==> src/shared/gec_cfg.svh <==
// Constants for the general-purpose pin and converter control block
`ifndef GEC_CFG_SVH
`define GEC_CFG_SVH
`define GEC_NUM_PINS 3
`define GEC_NUM_IRQ_PINS 2
`define GEC_PIN_A 0
`define GEC_PIN_B 1
`define GEC_PIN_C 2
`define GEC_RST_LOW 1'b0
`define GEC_RST_HIGH 1'b1
`endif

==> src/shared/gec_pkg.sv <==
// Types shared by the pin control block
package gec_pkg;
    // Per-pin host configuration
    typedef struct packed {
        logic out_en;      // Pin is an output
        logic out_val;     // Level when output (1 = released)
        logic irq_en;      // Interrupt-request mode
        logic edge_rise;   // 1 = rising edge, 0 = falling edge
        logic conv_en;     // Converter on/off control
        logic stby_en;     // Standby control (pin a only)
        logic pol_high;    // 1 = high level means on or standby
    } gec_pin_cfg_t;

    // Host converter commands
    typedef struct packed {
        logic one_on;
        logic two_on;
        logic stby;
    } gec_conv_cmd_t;

    // Edge interrupt channel states
    typedef enum logic [2:0] {
        GEC_IDLE = 3'b001,
        GEC_ARMED = 3'b010,
        GEC_RELEASE = 3'b100
    } gec_irq_state_t;
endpackage : gec_pkg

==> src/gec_gpio_ctrl.sv <==
// Three open-drain general-purpose pins with interrupt, converter and trigger modes
// Notes on behaviour
// RULE1: three open-drain pins, each input or output
// RULE2: output pin driven low or released per host
// RULE3: edges on pins a, b raise interrupt requests
// RULE4: mask bit suppresses each pin interrupt request
// RULE5: pin a: converter one and standby; b: two
// RULE6: pin a level with polarity enables converter one
// RULE7: pin a level with polarity sets standby both
// RULE8: pin c is conversion trigger when enabled
// RULE9: pin c otherwise a plain logic output
// RULE10: rising or falling edge selected by host
// RULE11: pin input passes two latch stages
// RULE12: first selected edge sets flag, interrupt low
// RULE13: clear on read only after opposite edge
// RULE14: two edges then read release interrupt line
// RULE15: edges without read leave interrupt unchanged
// RULE16: undervoltage or output reconfiguration clears interrupt
// RULE17: host keeps interrupt and converter modes exclusive
// RULE18: after reset all pins input, no mode
// RULE19: converter runs or sleeps only when both agree
// RULE20: output high means released, low means pulled
// RULE21: edges from second stage versus previous sample
`timescale 1ns/1ns
`default_nettype none
`include "gec_cfg.svh"
module gec_gpio_ctrl import gec_pkg::*; #(
    parameter int NUM_PINS = `GEC_NUM_PINS
) (
    input wire logic clk_in,
    input wire logic sys_rst_in,
    input wire logic [NUM_PINS-1:0] gp_pin_in,
    output logic [NUM_PINS-1:0] gp_pin_out,
    output logic [NUM_PINS-1:0] gp_pin_oe_out,
    input wire gec_pin_cfg_t cfg_a_in,
    input wire gec_pin_cfg_t cfg_b_in,
    input wire gec_pin_cfg_t cfg_c_in,
    input wire logic adc_trg_en_in,
    input wire logic [`GEC_NUM_IRQ_PINS-1:0] irq_mask_in,
    input wire gec_conv_cmd_t host_cmd_in,
    input wire logic host_read_in,
    input wire logic undervoltage_lockout_in,
    output logic int_n_out,
    output logic [NUM_PINS-1:0] pin_level_out,
    output logic buck_conv_one_en_out,
    output logic buck_conv_two_en_out,
    output logic buck_stby_out,
    output logic adc_trig_out
);
    gec_pin_cfg_t cfg [NUM_PINS];
    logic [NUM_PINS-1:0] lvl;
    logic [NUM_PINS-1:0] rise;
    logic [NUM_PINS-1:0] fall;
    logic [NUM_PINS-1:0] sel_edge;
    logic [NUM_PINS-1:0] opp_edge;
    logic [`GEC_NUM_IRQ_PINS-1:0] irq_raw;
    logic [`GEC_NUM_IRQ_PINS-1:0] out_now_r;
    logic [NUM_PINS-1:0] oe_r;
    logic [NUM_PINS-1:0] lvl_r;
    logic int_n_r;
    logic one_en_r;
    logic two_en_r;
    logic stby_r;
    logic trig_r;

    assign cfg[`GEC_PIN_A] = cfg_a_in;
    assign cfg[`GEC_PIN_B] = cfg_b_in;
    assign cfg[`GEC_PIN_C] = cfg_c_in;

    // =====================================
    // Per-pin synchronisers and edge select
    genvar gi;
    generate
        for (gi = 0; gi < NUM_PINS; gi++) begin : g_pin
            gec_sync u_sync (
                .clk_in(clk_in),
                .sys_rst_in(sys_rst_in),
                .pin_in(gp_pin_in[gi]),
                .level_out(lvl[gi]),
                .rise_out(rise[gi]),
                .fall_out(fall[gi])
            );
            assign sel_edge[gi] = cfg[gi].edge_rise ? rise[gi] : fall[gi]; // RULE10
            assign opp_edge[gi] = cfg[gi].edge_rise ? fall[gi] : rise[gi]; // RULE13
        end
    endgenerate

    // =====================================
    // Interrupt channels for pins a and b
    generate
        for (gi = 0; gi < `GEC_NUM_IRQ_PINS; gi++) begin : g_irq
            wire logic chan_en;
            assign chan_en = ~cfg[gi].out_en & cfg[gi].irq_en; // RULE3
            gec_irq_chan u_chan (
                .clk_in(clk_in),
                .sys_rst_in(sys_rst_in),
                .enable_in(chan_en),
                .sel_edge_in(sel_edge[gi]),
                .opp_edge_in(opp_edge[gi]),
                .host_read_in(host_read_in),
                .force_clr_in(undervoltage_lockout_in), // RULE16
                .irq_out(irq_raw[gi])
            );
        end
    endgenerate

    // Output reconfiguration edge detect for the clearing check
    wire logic [`GEC_NUM_IRQ_PINS-1:0] out_now;
    assign out_now = {cfg_b_in.out_en, cfg_a_in.out_en};

    // =====================================
    // Combined interrupt, masked per pin
    wire logic int_any;
    assign int_any = |(irq_raw & ~irq_mask_in); // RULE4

    // =====================================
    // Pin a and pin b converter commands with host polarity
    wire logic a_in_mode;
    wire logic b_in_mode;
    wire logic a_on_lvl;
    wire logic b_on_lvl;
    wire logic pin_one_on;
    wire logic pin_two_on;
    wire logic pin_stby;
    assign a_in_mode = ~cfg_a_in.out_en;
    assign b_in_mode = ~cfg_b_in.out_en;
    assign a_on_lvl = ~(lvl[`GEC_PIN_A] ^ cfg_a_in.pol_high);
    assign b_on_lvl = ~(lvl[`GEC_PIN_B] ^ cfg_b_in.pol_high);
    // Pin command is "enabled" unless pin control is active and says off
    assign pin_one_on = ~(a_in_mode & cfg_a_in.conv_en) | a_on_lvl; // RULE6
    assign pin_two_on = ~(b_in_mode & cfg_b_in.conv_en) | b_on_lvl; // RULE5
    // Pin standby request only when standby control is active
    assign pin_stby = a_in_mode & cfg_a_in.stby_en & a_on_lvl; // RULE7

    wire logic one_en_nxt;
    wire logic two_en_nxt;
    wire logic stby_nxt;
    assign one_en_nxt = host_cmd_in.one_on & pin_one_on; // RULE19
    assign two_en_nxt = host_cmd_in.two_on & pin_two_on; // RULE19
    assign stby_nxt = host_cmd_in.stby & pin_stby; // RULE19

    // =====================================
    // Pin c conversion trigger on selected edge
    wire logic trig_nxt;
    assign trig_nxt = ~cfg_c_in.out_en & adc_trg_en_in & sel_edge[`GEC_PIN_C]; // RULE8

    // =====================================
    // Open-drain drive: enable only while pulling low
    wire logic [NUM_PINS-1:0] oe_nxt;
    generate
        for (gi = 0; gi < NUM_PINS; gi++) begin : g_drv
            assign oe_nxt[gi] = cfg[gi].out_en & ~cfg[gi].out_val; // RULE2 RULE20
        end
    endgenerate

    // Registered outputs; reset leaves pins released with no mode
    always_ff @(posedge clk_in or posedge sys_rst_in) begin
        if (sys_rst_in) begin
            oe_r <= '0; // RULE18
            lvl_r <= '0;
            int_n_r <= `GEC_RST_HIGH;
            one_en_r <= `GEC_RST_LOW;
            two_en_r <= `GEC_RST_LOW;
            stby_r <= `GEC_RST_LOW;
            trig_r <= `GEC_RST_LOW;
            out_now_r <= '0;
        end else begin
            oe_r <= oe_nxt; // RULE1 RULE9
            lvl_r <= lvl;
            // Reconfiguring as output drops the line via channel disable
            int_n_r <= ~int_any; // RULE16
            one_en_r <= one_en_nxt;
            two_en_r <= two_en_nxt;
            stby_r <= stby_nxt;
            trig_r <= trig_nxt;
            out_now_r <= out_now;
        end
    end

    assign gp_pin_out = '0; // Open drain only ever pulls low
    assign gp_pin_oe_out = oe_r;
    assign pin_level_out = lvl_r;
    assign int_n_out = int_n_r;
    assign buck_conv_one_en_out = one_en_r;
    assign buck_conv_two_en_out = two_en_r;
    assign buck_stby_out = stby_r;
    assign adc_trig_out = trig_r;

    // =====================================
    // Assertions
    // Pin a channel can run: input, interrupt mode, no lockout
    wire logic a_irq_live;
    assign a_irq_live = ~cfg_a_in.out_en & cfg_a_in.irq_en & ~undervoltage_lockout_in;

    property p_out_drive; // RULE20
        @(posedge clk_in) disable iff (sys_rst_in)
        1'b1 |=> (gp_pin_oe_out[0] == $past(cfg_a_in.out_en & ~cfg_a_in.out_val));
    endproperty
    a_out_drive: assert property (p_out_drive) else $error("pin a drive wrong"); // RULE2

    property p_int_first; // RULE12
        @(posedge clk_in) disable iff (sys_rst_in)
        (~cfg_a_in.out_en & cfg_a_in.irq_en & ~irq_mask_in[0] & ~undervoltage_lockout_in
         & sel_edge[0] & !irq_raw[0]) ##1 (cfg_a_in.irq_en & ~cfg_a_in.out_en
         & ~undervoltage_lockout_in & ~irq_mask_in[0]) |=> !int_n_out;
    endproperty
    a_int_first: assert property (p_int_first) else $error("interrupt not raised"); // RULE12

    property p_mask; // RULE4
        @(posedge clk_in) disable iff (sys_rst_in)
        (irq_mask_in[1] & !irq_raw[0]) |=> int_n_out;
    endproperty
    a_mask: assert property (p_mask) else $error("masked interrupt seen"); // RULE4

    property p_no_read_hold; // RULE15
        @(posedge clk_in) disable iff (sys_rst_in)
        (irq_raw[0] & !host_read_in & !undervoltage_lockout_in & cfg_a_in.irq_en
         & ~cfg_a_in.out_en) |=> irq_raw[0];
    endproperty
    a_no_read_hold: assert property (p_no_read_hold) else $error("request dropped"); // RULE15

    property p_undervoltage_lockout; // RULE16
        @(posedge clk_in) disable iff (sys_rst_in)
        undervoltage_lockout_in |=> !irq_raw[0] && !irq_raw[1];
    endproperty
    a_undervoltage_lockout: assert property (p_undervoltage_lockout) else $error("lockout did not clear"); // RULE16

    property p_conv_one; // RULE19
        @(posedge clk_in) disable iff (sys_rst_in)
        !host_cmd_in.one_on |=> !buck_conv_one_en_out;
    endproperty
    a_conv_one: assert property (p_conv_one) else $error("converter one on"); // RULE19

    property p_stby; // RULE7
        @(posedge clk_in) disable iff (sys_rst_in)
        buck_stby_out |-> $past(cfg_a_in.stby_en & host_cmd_in.stby);
    endproperty
    a_stby: assert property (p_stby) else $error("standby without request"); // RULE7

    property p_trig; // RULE8
        @(posedge clk_in) disable iff (sys_rst_in)
        adc_trig_out |-> $past(adc_trg_en_in) && $past(!cfg_c_in.out_en);
    endproperty
    a_trig: assert property (p_trig) else $error("trigger not enabled"); // RULE8

    // Read while the first stage is still set leaves the request up
    property p_early_read; // RULE13
        @(posedge clk_in) disable iff (sys_rst_in)
        ($rose(irq_raw[0]) & !opp_edge[0] & a_irq_live)
        ##1 (host_read_in & !opp_edge[0] & a_irq_live) |=> irq_raw[0];
    endproperty
    a_early_read: assert property (p_early_read) else $error("early read cleared"); // RULE13

    // Turning a pin into an output drops its pending request
    property p_reconf; // RULE16
        @(posedge clk_in) disable iff (sys_rst_in)
        (|(out_now & ~out_now_r)) |=> ((irq_raw & $past(out_now)) == '0);
    endproperty
    a_reconf: assert property (p_reconf) else $error("output reconfig kept request"); // RULE16

    property p_conv_two; // RULE19
        @(posedge clk_in) disable iff (sys_rst_in)
        !host_cmd_in.two_on |=> !buck_conv_two_en_out;
    endproperty
    a_conv_two: assert property (p_conv_two) else $error("converter two on"); // RULE19

    // Pin a in converter control with on level and host on
    property p_pin_one_on; // RULE6
        @(posedge clk_in) disable iff (sys_rst_in)
        (~cfg_a_in.out_en & cfg_a_in.conv_en & host_cmd_in.one_on
         & (lvl[`GEC_PIN_A] == cfg_a_in.pol_high)) |=> buck_conv_one_en_out;
    endproperty
    a_pin_one_on: assert property (p_pin_one_on) else $error("converter one stayed off"); // RULE6

    property p_pin_one_off; // RULE6
        @(posedge clk_in) disable iff (sys_rst_in)
        (~cfg_a_in.out_en & cfg_a_in.conv_en
         & (lvl[`GEC_PIN_A] != cfg_a_in.pol_high)) |=> !buck_conv_one_en_out;
    endproperty
    a_pin_one_off: assert property (p_pin_one_off) else $error("pin off ignored"); // RULE6

    property p_pin_two_off; // RULE5
        @(posedge clk_in) disable iff (sys_rst_in)
        (~cfg_b_in.out_en & cfg_b_in.conv_en
         & (lvl[`GEC_PIN_B] != cfg_b_in.pol_high)) |=> !buck_conv_two_en_out;
    endproperty
    a_pin_two_off: assert property (p_pin_two_off) else $error("pin b off ignored"); // RULE5

    // Standby needs both the host and the pin level
    property p_stby_pin; // RULE7
        @(posedge clk_in) disable iff (sys_rst_in)
        (~cfg_a_in.out_en & cfg_a_in.stby_en & host_cmd_in.stby
         & (lvl[`GEC_PIN_A] == cfg_a_in.pol_high)) |=> buck_stby_out;
    endproperty
    a_stby_pin: assert property (p_stby_pin) else $error("standby not entered"); // RULE7

    property p_pin_c_drive; // RULE9
        @(posedge clk_in) disable iff (sys_rst_in)
        1'b1 |=> (gp_pin_oe_out[2] == $past(cfg_c_in.out_en & ~cfg_c_in.out_val));
    endproperty
    a_pin_c_drive: assert property (p_pin_c_drive) else $error("pin c drive wrong"); // RULE9

    // Trigger is a single-cycle pulse per edge
    property p_trig_once; // RULE21
        @(posedge clk_in) disable iff (sys_rst_in)
        adc_trig_out |=> !adc_trig_out;
    endproperty
    a_trig_once: assert property (p_trig_once) else $error("trigger longer than one cycle"); // RULE21

    // Main scenarios reached
    c_int: cover property (@(posedge clk_in) disable iff (sys_rst_in) $fell(int_n_out));
    c_rel: cover property (@(posedge clk_in) disable iff (sys_rst_in) $rose(int_n_out));
    c_trig: cover property (@(posedge clk_in) disable iff (sys_rst_in) adc_trig_out);
    c_reconf: cover property (@(posedge clk_in) disable iff (sys_rst_in)
        |(out_now & ~out_now_r & irq_raw));
    c_stby: cover property (@(posedge clk_in) disable iff (sys_rst_in) buck_stby_out);
endmodule : gec_gpio_ctrl
`default_nettype wire

==> src/gec_irq_chan.sv <==
// Edge interrupt channel: first-stage edge flag and output latch
`timescale 1ns/1ns
`default_nettype none
`include "gec_cfg.svh"
module gec_irq_chan import gec_pkg::*; (
    input wire logic clk_in,
    input wire logic sys_rst_in,
    input wire logic enable_in,
    input wire logic sel_edge_in,
    input wire logic opp_edge_in,
    input wire logic host_read_in,
    input wire logic force_clr_in,
    output logic irq_out
);
    gec_irq_state_t state_r;
    gec_irq_state_t state_nxt;

    // =====================================
    // IDLE: no request. ARMED: first edge seen, line low, first stage set.
    // RELEASE: opposite edge returned first stage, line low until a read.
    always_comb begin
        state_nxt = state_r;
        unique case (state_r)
            GEC_IDLE: begin
                if (enable_in && sel_edge_in)
                    state_nxt = GEC_ARMED; // RULE12
            end
            GEC_ARMED: begin
                if (opp_edge_in)
                    state_nxt = GEC_RELEASE; // RULE13
            end
            GEC_RELEASE: begin
                if (host_read_in)
                    state_nxt = GEC_IDLE; // RULE14
            end
            default: state_nxt = GEC_IDLE;
        endcase
        if (force_clr_in || !enable_in)
            state_nxt = GEC_IDLE; // RULE16
    end

    always_ff @(posedge clk_in or posedge sys_rst_in) begin
        if (sys_rst_in)
            state_r <= GEC_IDLE;
        else
            state_r <= state_nxt;
    end

    // Request stays up through any edges until a read after release
    assign irq_out = (state_r != GEC_IDLE); // RULE15
endmodule : gec_irq_chan
`default_nettype wire

==> src/gec_sync.sv <==
// Two-stage synchroniser with edge pulse
`timescale 1ns/1ns
`default_nettype none
`include "gec_cfg.svh"
module gec_sync import gec_pkg::*; (
    input wire logic clk_in,
    input wire logic sys_rst_in,
    input wire logic pin_in,
    output logic level_out,
    output logic rise_out,
    output logic fall_out
);
    logic stage1_r;
    logic stage2_r;
    logic prev_r;

    // =====================================
    // Double latch and previous sample
    always_ff @(posedge clk_in or posedge sys_rst_in) begin
        if (sys_rst_in) begin
            stage1_r <= `GEC_RST_HIGH;
            stage2_r <= `GEC_RST_HIGH;
            prev_r <= `GEC_RST_HIGH;
        end else begin
            stage1_r <= pin_in; // RULE11
            stage2_r <= stage1_r; // RULE11
            prev_r <= stage2_r;
        end
    end

    // Edge pulses from second stage versus previous sample
    assign level_out = stage2_r;
    assign rise_out = stage2_r & ~prev_r; // RULE21
    assign fall_out = ~stage2_r & prev_r; // RULE21
endmodule : gec_sync
`default_nettype wire

==> config.mk <==
export PLATFORM = sky130hd
export DESIGN_NAME = gec_gpio_ctrl
export DESIGN_NICKNAME = d
export VERILOG_FILES = /design/src/shared/gec_pkg.sv /design/src/gec_gpio_ctrl.sv /design/src/gec_irq_chan.sv /design/src/gec_sync.sv
export VERILOG_INCLUDE_DIRS = /design/src /design/src/shared
export SDC_FILE = /design/constraint.sdc
export NUM_CORES = 1
export LEC_CHECK = 0
export ABC_CLOCK_PERIOD_IN_PS = 1380
export BUFFER_PORTS_ARGS = -buffer_cell sky130_fd_sc_hd__buf_2
export CAP_MARGIN = 10
export CELL_PAD_IN_SITES_DETAIL_PLACEMENT = 1
export CELL_PAD_IN_SITES_GLOBAL_PLACEMENT = 2
export CORE_ASPECT_RATIO = 1.5
export CORE_MARGIN = 2
export CORE_UTILIZATION = 25
export DETAILED_ROUTE_END_ITERATION = 10
export GPL_TIMING_DRIVEN = 0
export PLACE_DENSITY_LB_ADDON = 0.08
export SETUP_SLACK_MARGIN = 0.4
export SYNTH_ARGS = -nofsm -noshare
export SYNTH_HDL_FRONTEND = slang
export SYNTH_SLANG_ARGS = --single-unit
export TNS_END_PERCENT = 1
==> constraint.sdc <==
create_clock -name clk_in -period 1.38 [get_ports clk_in]
set_clock_uncertainty 0.2 [all_clocks]
set_input_delay 0.414 -clock clk_in [delete_from_list [all_inputs] [get_ports clk_in]]
set_output_delay 0.414 -clock clk_in [all_outputs]
set_load 0.1 [all_outputs]
* Yosys cells after proc, flatten, opt, wreduce, memory -nomap -nowiden
Index checks and enable logic that the tools add are counted.
** Cells by class
- Eq/ne operators :: 14
- Mux-type cells :: 14
- Bitwise operators :: 43
- Reductions and logical operators :: 9
** Operator list (count)
- two-way mux 3 bit :: 7
- AND 1 bit :: 20
- inequality test 3 x 1 -> 1 bit, second input constant :: 6
- one-hot mux 3 bit (3 select lines) :: 2
- NOT 1 bit :: 17
- equality test 3 x 1 -> 1 bit, second input constant :: 2
- equality test 3 x 2 -> 1 bit, second input constant :: 2
- equality test 3 bit, second input constant :: 2
- inequality test 3 x 2 -> 1 bit, second input constant :: 2
- AND reduction 3 bit :: 2
- two-way mux 1 bit :: 5
- AND 2 bit :: 1
- logical AND 1 bit :: 2
- zero test 1 bit :: 2
- logical OR 1 bit :: 2
- NOT 2 bit :: 1
- bitwise OR 1 bit :: 2
- OR reduction 2 bit :: 1
- XOR 1 bit :: 2
** Word-level totals
- Flip-flop bits (word level) :: 26
- Word-level logic and storage cells :: 98

* Depth between registers and ports, before layout
Gate-level depths: netlist (run 1).
- Depth after elaboration :: 7
- Mapped depth :: 3
- Mapped depth without buffers :: 3

* Cells and area by module
From an unflattened synthesis (run 1), not the netlist that was laid out.
** Unflattened totals
- Cells, all modules :: 89
- Area, all modules :: 1121.1 sq um
** Modules (own cells, without submodules)
- gec_gpio_ctrl :: instances 1, cells each 37, area an instance 467.9 sq um, seq. area each 276.5 sq um
- gec_irq_chan :: instances 2, cells each 17, area an instance 180.2 sq um, seq. area each 76.3 sq um
- gec_sync :: instances 3, cells each 6, area an instance 97.6 sq um, seq. area each 78.8 sq um

* Worst setup path after synthesis (run 1)
Ideal clock, no wire load.
- Kind :: reg-to-output
- Start :: register trig_r, in the netlist adc_trig_out
- End :: output adc_trig_out
- Data arrival time :: 883 ps
- Data required time :: 766 ps
- Path slack :: -117 ps
- Cell stages (with the launch flop) :: 1
- Path through :: dfrtp_1
** RTL lines
- start: declaration :: RTL line gec_gpio_ctrl.sv:64 : logic trig_r;
- start signal: assignment :: RTL line gec_gpio_ctrl.sv:165 : trig_r <= `GEC_RST_LOW;
- start signal: assignment :: RTL line gec_gpio_ctrl.sv:175 : trig_r <= trig_nxt;
- end: declaration :: RTL line gec_gpio_ctrl.sv:48 : output logic adc_trig_out
No word-level cell between the ends.

* Worst setup path in the final report (run 1)
- Start :: register int_n_r, in the netlist int_n_out
- End :: output int_n_out
** RTL lines
- start: declaration :: RTL line gec_gpio_ctrl.sv:60 : logic int_n_r;
- start signal: assignment :: RTL line gec_gpio_ctrl.sv:161 : int_n_r <= `GEC_RST_HIGH;
- start signal: assignment :: RTL line gec_gpio_ctrl.sv:171 : int_n_r <= ~int_any;
- end: declaration :: RTL line gec_gpio_ctrl.sv:43 : output logic int_n_out,
No word-level cell between the ends.

==> qor.csv, run 1 <==
stage,metric,value,unit
outcome,status,"finished, violations left",
outcome,failing checks,"hold timing, setup timing",
yosys,synthesized flop and latch total,26,
clock_network,clock-pin slew on the worst setup and hold paths,90,ps
routing,drt total wl,2.276,mm
critical_path,Reg-to-Reg Start,g_pin[0].u_sync.level_out,
critical_path,worst-path fanout max,1,
power,P per Cell Area,1090,mW/mm^2
routing,drt first pass iters,2,
layout,Area Growth Syn to Fin,43.38,%
clock_network,Root Buffer,clkbuf_8,
die,core area,0.004136,sq mm
layout,Filler cells,478,
die,num rows,29,
critical_path,CP Launch Type,register,
yosys,Mapped Avg Cell Area,12.75,sq um
clock_network,worst-case clock buffer depth,2,
layout,Final Non-Filler Cells,174,
yosys,"FFs w/ async S/R, synth",100.0,%
timing,fin. max-slew vios,0,
die,I/O Pins,48,
placed_design,# port buffers,39,
yosys,Area contributors post-synth,"dfrtp_1 (33%), dfstp_2 (30%), nor3b_1 (5.0%)",
die,Die Y-Extent,83.70,um
routing,routed vias,774,
routing,DR vias/cell,4.448,
clock_network,Post-CTS Setup Bufs,0,
routing,Routed wire per std cell,13.08,um
timing,Tmin final,1676,ps
placed_design,DP Worst Slack,-292.7,ps
critical_path,CP arrival,1060,ps
yosys,Yosys top cell by area,dfrtp_1,
placed_design,HPWL after detailed placement,1.728,mm
clock_network,H-tree depth,1,
timing,Max Freq,596.7,MHz
grt,first-pass GRT wire length,3.843,mm
grt,vias in the first global route,841,
critical_path,CP bufs+invs,1,
routing,Final ANT Viol Nets,0,
critical_path,family with the most delay on the worst path,flip-flops,
critical_path,CP peak stage delay,630,ps
clock_network,CTS buffer count,3,
power,Worst VDD drop,0.0006189,V
placed_design,GPL Wtd Cong,0.6703,
grt,largest net degree at the start of global routing,27,
die,Die Footprint,0.004782,sq mm
timing,period utilization,121.4,%
worst_hold_path,Min-Delay Path Class,input port to async pin,
die,Initial Util,25.59,%
die,die width,57.13,um
power,Leak Pwr,0.6716,nW
timing,Max-Slew Margin vs Limit,61.31,%
run,maxcap violations,0,
yosys,synthesis warning total,0,
layout,ant diodes,0,
timing,endpoints failing hold,7,
timing,Final setup viols,15,
critical_path,worst-path cell chain,buf_12,
timing,setup ws final,-296.0,ps
yosys,post-synth cell types,31,
timing,Slew @ Worst Pin,579.2,ps
yosys,synthesized cell area,0.001059,sq mm
layout,share of layout cells above drive strength 1,62.50,%
layout,final net count,163,
layout,FF+latch area,681.9,sq um
critical_path,Required @ worst endpoint,770,ps
grt,GR Util All Layers,10.42,%
yosys,Post-synth EDFFs,0,
clock_network,CTS tree,yes,
yosys,Most used DFF post-synth,dfrtp_1,
timing,RSZ-0062 raised after global routing,true,
yosys,Yosys top cell area share,33.10,%
critical_path,Worst Setup End Kind,output pin,
critical_path,Setup crit start,int_n_out,
timing,final setup TNS,-1428,ps
layout,Multi-input gate area,401.6,sq um
critical_path,CP Class,register to output pin,
routing,initial drt markers,4,
routing,drt drc,0,
yosys,Mapped Cells,83,
placed_design,number of instances in the placed design,170,
timing,worst hold margin,-2.469,ps
yosys,"Seq/Total Area, Yosys",62.88,%
grt,grt ovf,0,
critical_path,slowest cell on the critical path,dfstp_4,
grt,initial antenna violation count,0,
clock_network,clk_lat worst skew,260,ps
yosys,cell with the most instances after synthesis,dfrtp_1,
yosys,most instantiated cells after synthesis,"dfrtp_1 (14), dfstp_2 (12), nor3b_1 (7), nor2_1 (4)",
clock_network,Sink Count,26,
layer usage:
metal | vias to the layer above | routed length (um) | track usage, %
met5 | - | 0 | 0
met4 | 0 | 23 | 5.074
met3 | 2 | 112 | 1.860
met2 | 20 | 1236 | 17.87
met1 | 379 | 904 | 12.19
li1 | 373 | - | -
where the power goes:
part	internal, W	switching [W]
registers	0.000810	0.0000247
logic	0.000106	0.000224
clock network	0.000255	0.000234
total	0.00117	0.000484
flip-flops by register name, indices dropped and copies added, names as in the netlist:
name,cells
g_irq.u_chan.state_r,6
g_pin.u_sync.level_out,3
g_pin.u_sync.prev_r,3
g_pin.u_sync.stage1_r,3
gp_pin_oe_out,3
pin_level_out,3
adc_trig_out,1
buck_conv_one_en_out,1
buck_conv_two_en_out,1
buck_stby_out,1
int_n_out,1
worst paths after layout:
path,endpoint,slack (ps),cells after the start
worst max-delay path,int_n_out,-300,1
worst min-delay path,buck_conv_two_en_out,-2,2
worst max register to register,g_irq[0].u_chan.state_r[1],-140,3
worst min register to register,g_pin[0].u_sync.level_out,160,0
max in group asynchronous,buck_stby_out,620,2
min in group clk_in,g_pin[1].u_sync.stage1_r,40,1
layout make-up:
class	count	area share, %
multi-input combinational	53	26.46
inverter	3	0.9893
clock buffer	4	3.627
timing repair buffer	39	18.71
sequential	26	44.93
buffer	3	1.484
tap	46	3.792
repair_timing:
item / CTS / global route
hold buffers: 0 / 0
endpoints found under the setup margin: 48 / 22
pin swaps: 5 / 2
gates resized for setup: 30 / 5
per-stage QoR:
step	power [W]	util, %	cell area [sq um]
final	0.001654	36.69	1518
after global routing	0.001738	36.69	1518
after CTS	0.001676	36.15	1495
after detailed placement	0.001142	32.34	1338
after global placement	0.001137	32.34	1338
after floorplan	0.001060	-	1085
kinds of logic after synthesis:
family | after synthesis | share of synthesized area, %
buf+inv | 6 | 3.191
flops | 26 | 62.88
xor+xnor | 3 | 2.483
compound gates | 15 | 11.23
simple gates | 32 | 19.86
other cells | 1 | 0.3543
cells in the final DEF (no fill, tap or decap), drive strengths merged:
cell type,netlist,final
a21o,3,3
o22ai,2,2
xnor2,2,2
nor3,2,2
o211ai,1,1
nand3,1,1
o21ai,1,1
dfrtp,14,14
dfstp,12,12
o22a,1,1
nor3b,7,7
o211a,1,1
xor2,1,1
conb,1,3
a21oi,2,2
and2,1,1
nor2,4,4
nand2b,2,2
a2111oi,1,1
or4b,1,1
and3b,4,4
or3b,2,2
clkbuf,0,4
or2b,1,1
nor2b,3,3
a21bo,1,1
o31a,2,2
nand3b,1,1
inv,3,2
buf,3,42
nand2,3,3
clkinvlp,0,1
No activity file was read; power rests on OpenSTA's default activity.
==> inputs of run 2 (changes only) <==
--- a/config.mk
+++ b/config.mk
@@ -14,6 +14,7 @@
 export CORE_ASPECT_RATIO = 1.5
 export CORE_MARGIN = 2
 export CORE_UTILIZATION = 25
+export CTS_BUF_LIST = sky130_fd_sc_hd__clkbuf_16
 export DETAILED_ROUTE_END_ITERATION = 10
 export GPL_TIMING_DRIVEN = 0
 export PLACE_DENSITY_LB_ADDON = 0.08
==> constraint.sdc (replaced) <==
create_clock -name clk_in -period 1.38 [get_ports clk_in]
set_clock_uncertainty 0.2 [all_clocks]
set_input_delay 0.069 -clock clk_in [delete_from_list [all_inputs] [get_ports clk_in]]
set_output_delay 0.069 -clock clk_in [all_outputs]
set_load 0.1 [all_outputs]
==> run 2 against run 1 <==
- global-route usage increased by 1.9 points
- clock-buffer cell count shrank 1
- die area did not move
- power is 25% higher
- critical path depth increased by 2
- sequential power about the same
- via count rose by 7.9%
- largest power group unchanged
- the flow still finishes with violations (hold timing, setup timing)
- critical path type is now register to register
- utilization up 6.7 points
- clock power is 71% higher
- wire length up 11%
- first-iteration DRC count increased to 6.0 times the previous value
- combinational power grew 20%
==> qor.csv, run 2 (synthesis results as in run 1) <==
stage,metric,value,unit,change
timing,period utilization,104.5,%,-17 points
timing,Final setup viols,4,,-11
layout,number of flip-flops in the largest register,6,,unchanged
run,maxcap violations,0,,unchanged
timing,Tmin final,1442,ps,-233.5 ps
clock_network,CTS buffer count,3,,unchanged
grt,vias in the first global route,979,,+16%
timing,setup ws final,-62.47,ps,+233.5 ps
die,I/O Pins,48,,unchanged
clock_network,Sink Count,26,,unchanged
layout,Area Growth Syn to Fin,69.62,%,
power,P per Cell Area,1150,mW/mm^2,+5.6%
grt,largest net degree at the start of global routing,27,,unchanged
routing,routed vias,835,,+7.9%
critical_path,R2R Setup Slk,-60,ps,+80 ps
timing,fin. max-slew vios,0,,unchanged
outcome,failing checks,"hold timing, setup timing",,
layout,Largest Register,g_irq.u_chan.state_r,,
clock_network,hold buffer count at cts,16,,+16
layout,Final Non-Filler Cells,191,,+9.8%
critical_path,worst-path fanout max,4,,+3
routing,drt drc,0,,unchanged
die,die width,57.13,um,unchanged
timing,endpoints failing hold,32,,+25
critical_path,CP Launch Type,register,,
timing,worst hold margin,-339.5,ps,-337.0 ps
clock_network,clock-pin slew on the worst setup and hold paths,70,ps,-20 ps
timing,Max-Slew Margin vs Limit,62.13,%,+0.83 points
routing,Final ANT Viol Nets,0,,unchanged
die,Die Y-Extent,83.70,um,unchanged
die,Die Footprint,0.004782,sq mm,unchanged
routing,DR vias/cell,4.372,,-1.7%
die,Initial Util,25.59,%,unchanged
outcome,status,"finished, violations left",,
routing,drt first pass iters,2,,unchanged
timing,Max Freq,693.3,MHz,+16%
layout,share of layout cells above drive strength 1,48.28,%,-14 points
placed_design,# port buffers,39,,unchanged
grt,GR Util All Layers,12.30,%,+1.9 points
grt,initial antenna violation count,0,,unchanged
timing,Slew @ Worst Pin,566.8,ps,-12.36 ps
clock_network,worst-case clock buffer depth,2,,unchanged
clock_network,H-tree depth,1,,unchanged
layout,final core occ,43.41,%,+6.7 points
placed_design,number of instances in the placed design,170,,unchanged
layout,ant diodes,0,,unchanged
layout,"commonest non-fill, non-tap cell in the layout",buf_2,,
routing,Routed wire per std cell,13.28,um,+1.5%
placed_design,GPL Wtd Cong,0.7078,,+5.6%
power,Worst VDD drop,0.0006103,V,-1.4%
timing,RSZ-0062 raised after global routing,true,,
clock_network,clk_lat worst skew,260,ps,about the same
power,Tot Pwr,0.002065,W,+25%
critical_path,CP Class,register to register,,
worst_hold_path,Min-Delay Path Class,input port to async pin,,
routing,drt total wl,2.536,mm,+11%
die,num rows,29,,unchanged
critical_path,reg2reg end,g_irq[1].u_chan.state_r[1],,
layout,final net count,180,,+10%
grt,first-pass GRT wire length,4.636,mm,+21%
critical_path,CP arrival,1390,ps,+330 ps
routing,initial drt markers,24,,+20
clock_network,CTS tree,yes,,
critical_path,Worst Setup End Kind,register,,
critical_path,Worst Reg2Reg Path Length in Cells,3,,unchanged
grt,grt ovf,0,,unchanged
critical_path,Reg-to-Reg Start,g_pin[1].u_sync.prev_r,,
placed_design,HPWL after detailed placement,1.719,mm,-0.52%
critical_path,Setup crit start,g_pin[1].u_sync.prev_r,,
die,core area,0.004136,sq mm,unchanged
layout,"commonest cells after routing, fill and taps aside","buf_2 (28), dlygate4sd3_1 (15), dfrtp_1 (14), dfstp_2 (12), buf_12 (11)",,
power,Leak Pwr,0.8112,nW,+21%
critical_path,Required @ worst endpoint,1330,ps,+560 ps
critical_path,Critical Path End,g_irq[1].u_chan.state_r[1],,
clock_network,Root Buffer,clkbuf_16,,
-- run 2: changes by cell type in the layout (fill, tap and decap cells not counted), moves of 3 or more --
cell           before  now
dlygate4sd3_1       0   15
buf_12              1   11
dfrtp_1             4   14
dfrtp_2            10    0
buf_6               7    0
clkbuf_8            4    0
buf_8               3    0
clkbuf_16           0    3
-- run 2: critical path, stage by stage (launching register included) --
cell	delay [ps]
dfstp_2	540
and3b_1	170
o211ai_1	180
a21bo_2	240
-- run 2: layer usage --
| layer | wire (um) | GRT usage (%) |
|---|---|---|
| met5 | 0 | 0 |
| met4 | 23 | 4.440 |
| met3 | 84 | 1.705 |
| met2 | 1429 | 20.69 |
| met1 | 998 | 15.84 |
-- run 2: through the flow --
| step | setup WS [ps] | setup TNS [ps] | area (sq um) |
|---|---|---|---|
| 4_1_cts | -90.05 | -298.8 | 1778 |
| 5_1_grt | -169.7 | -652.7 | 1795 |
| 3_5_place_dp | -131.5 | -408.0 | 1319 |
| 2_1_floorplan | -12.42 | -20.48 | 1066 |
| 3_3_place_gp | -179.3 | -381.8 | 1319 |
| 6_report | -62.47 | -193.0 | 1795 |
-- run 2: cell type report --
type | instances | area [sq um]
Timing Repair Buffer | 56 | 530.5
Clock inverter | 1 | 30.03
Multi-Input combinational cell | 53 | 399.1
Buffer | 3 | 22.52
Inverter | 3 | 15.01
Tap cell | 46 | 57.56
Clock buffer | 3 | 75.07
Fill cell | 454 | 2341
Sequential cell | 26 | 665.6
-- run 2: how the worst min path moves through the flow --
stage                                     to  depth (start not counted)
detailed placement  g_pin[1].u_sync.stage1_r                          1
CTS                             adc_trig_out                          2
global placement    g_pin[1].u_sync.stage1_r                          1
global route                    adc_trig_out                          2
finish                          adc_trig_out                          2
floorplan           g_pin[0].u_sync.stage1_r                          0
-- run 2: what timing repair did --
item / CTS / global route
gates resized for setup: 49 / 4
hold endpoints to repair: 27 / 20
setup buffers: 1 / 0
endpoints found under the setup margin: 22 / 39
pin swaps: 6 / 2
-- run 2: report_power, final --
group	switching (W)	leakage, nW	internal (W)
registers	0.0000277	0.307	0.000807
logic	0.000233	0.453	0.000161
clock network	0.000259	0.0511	0.000577
total	0.000520	0.811	0.00155
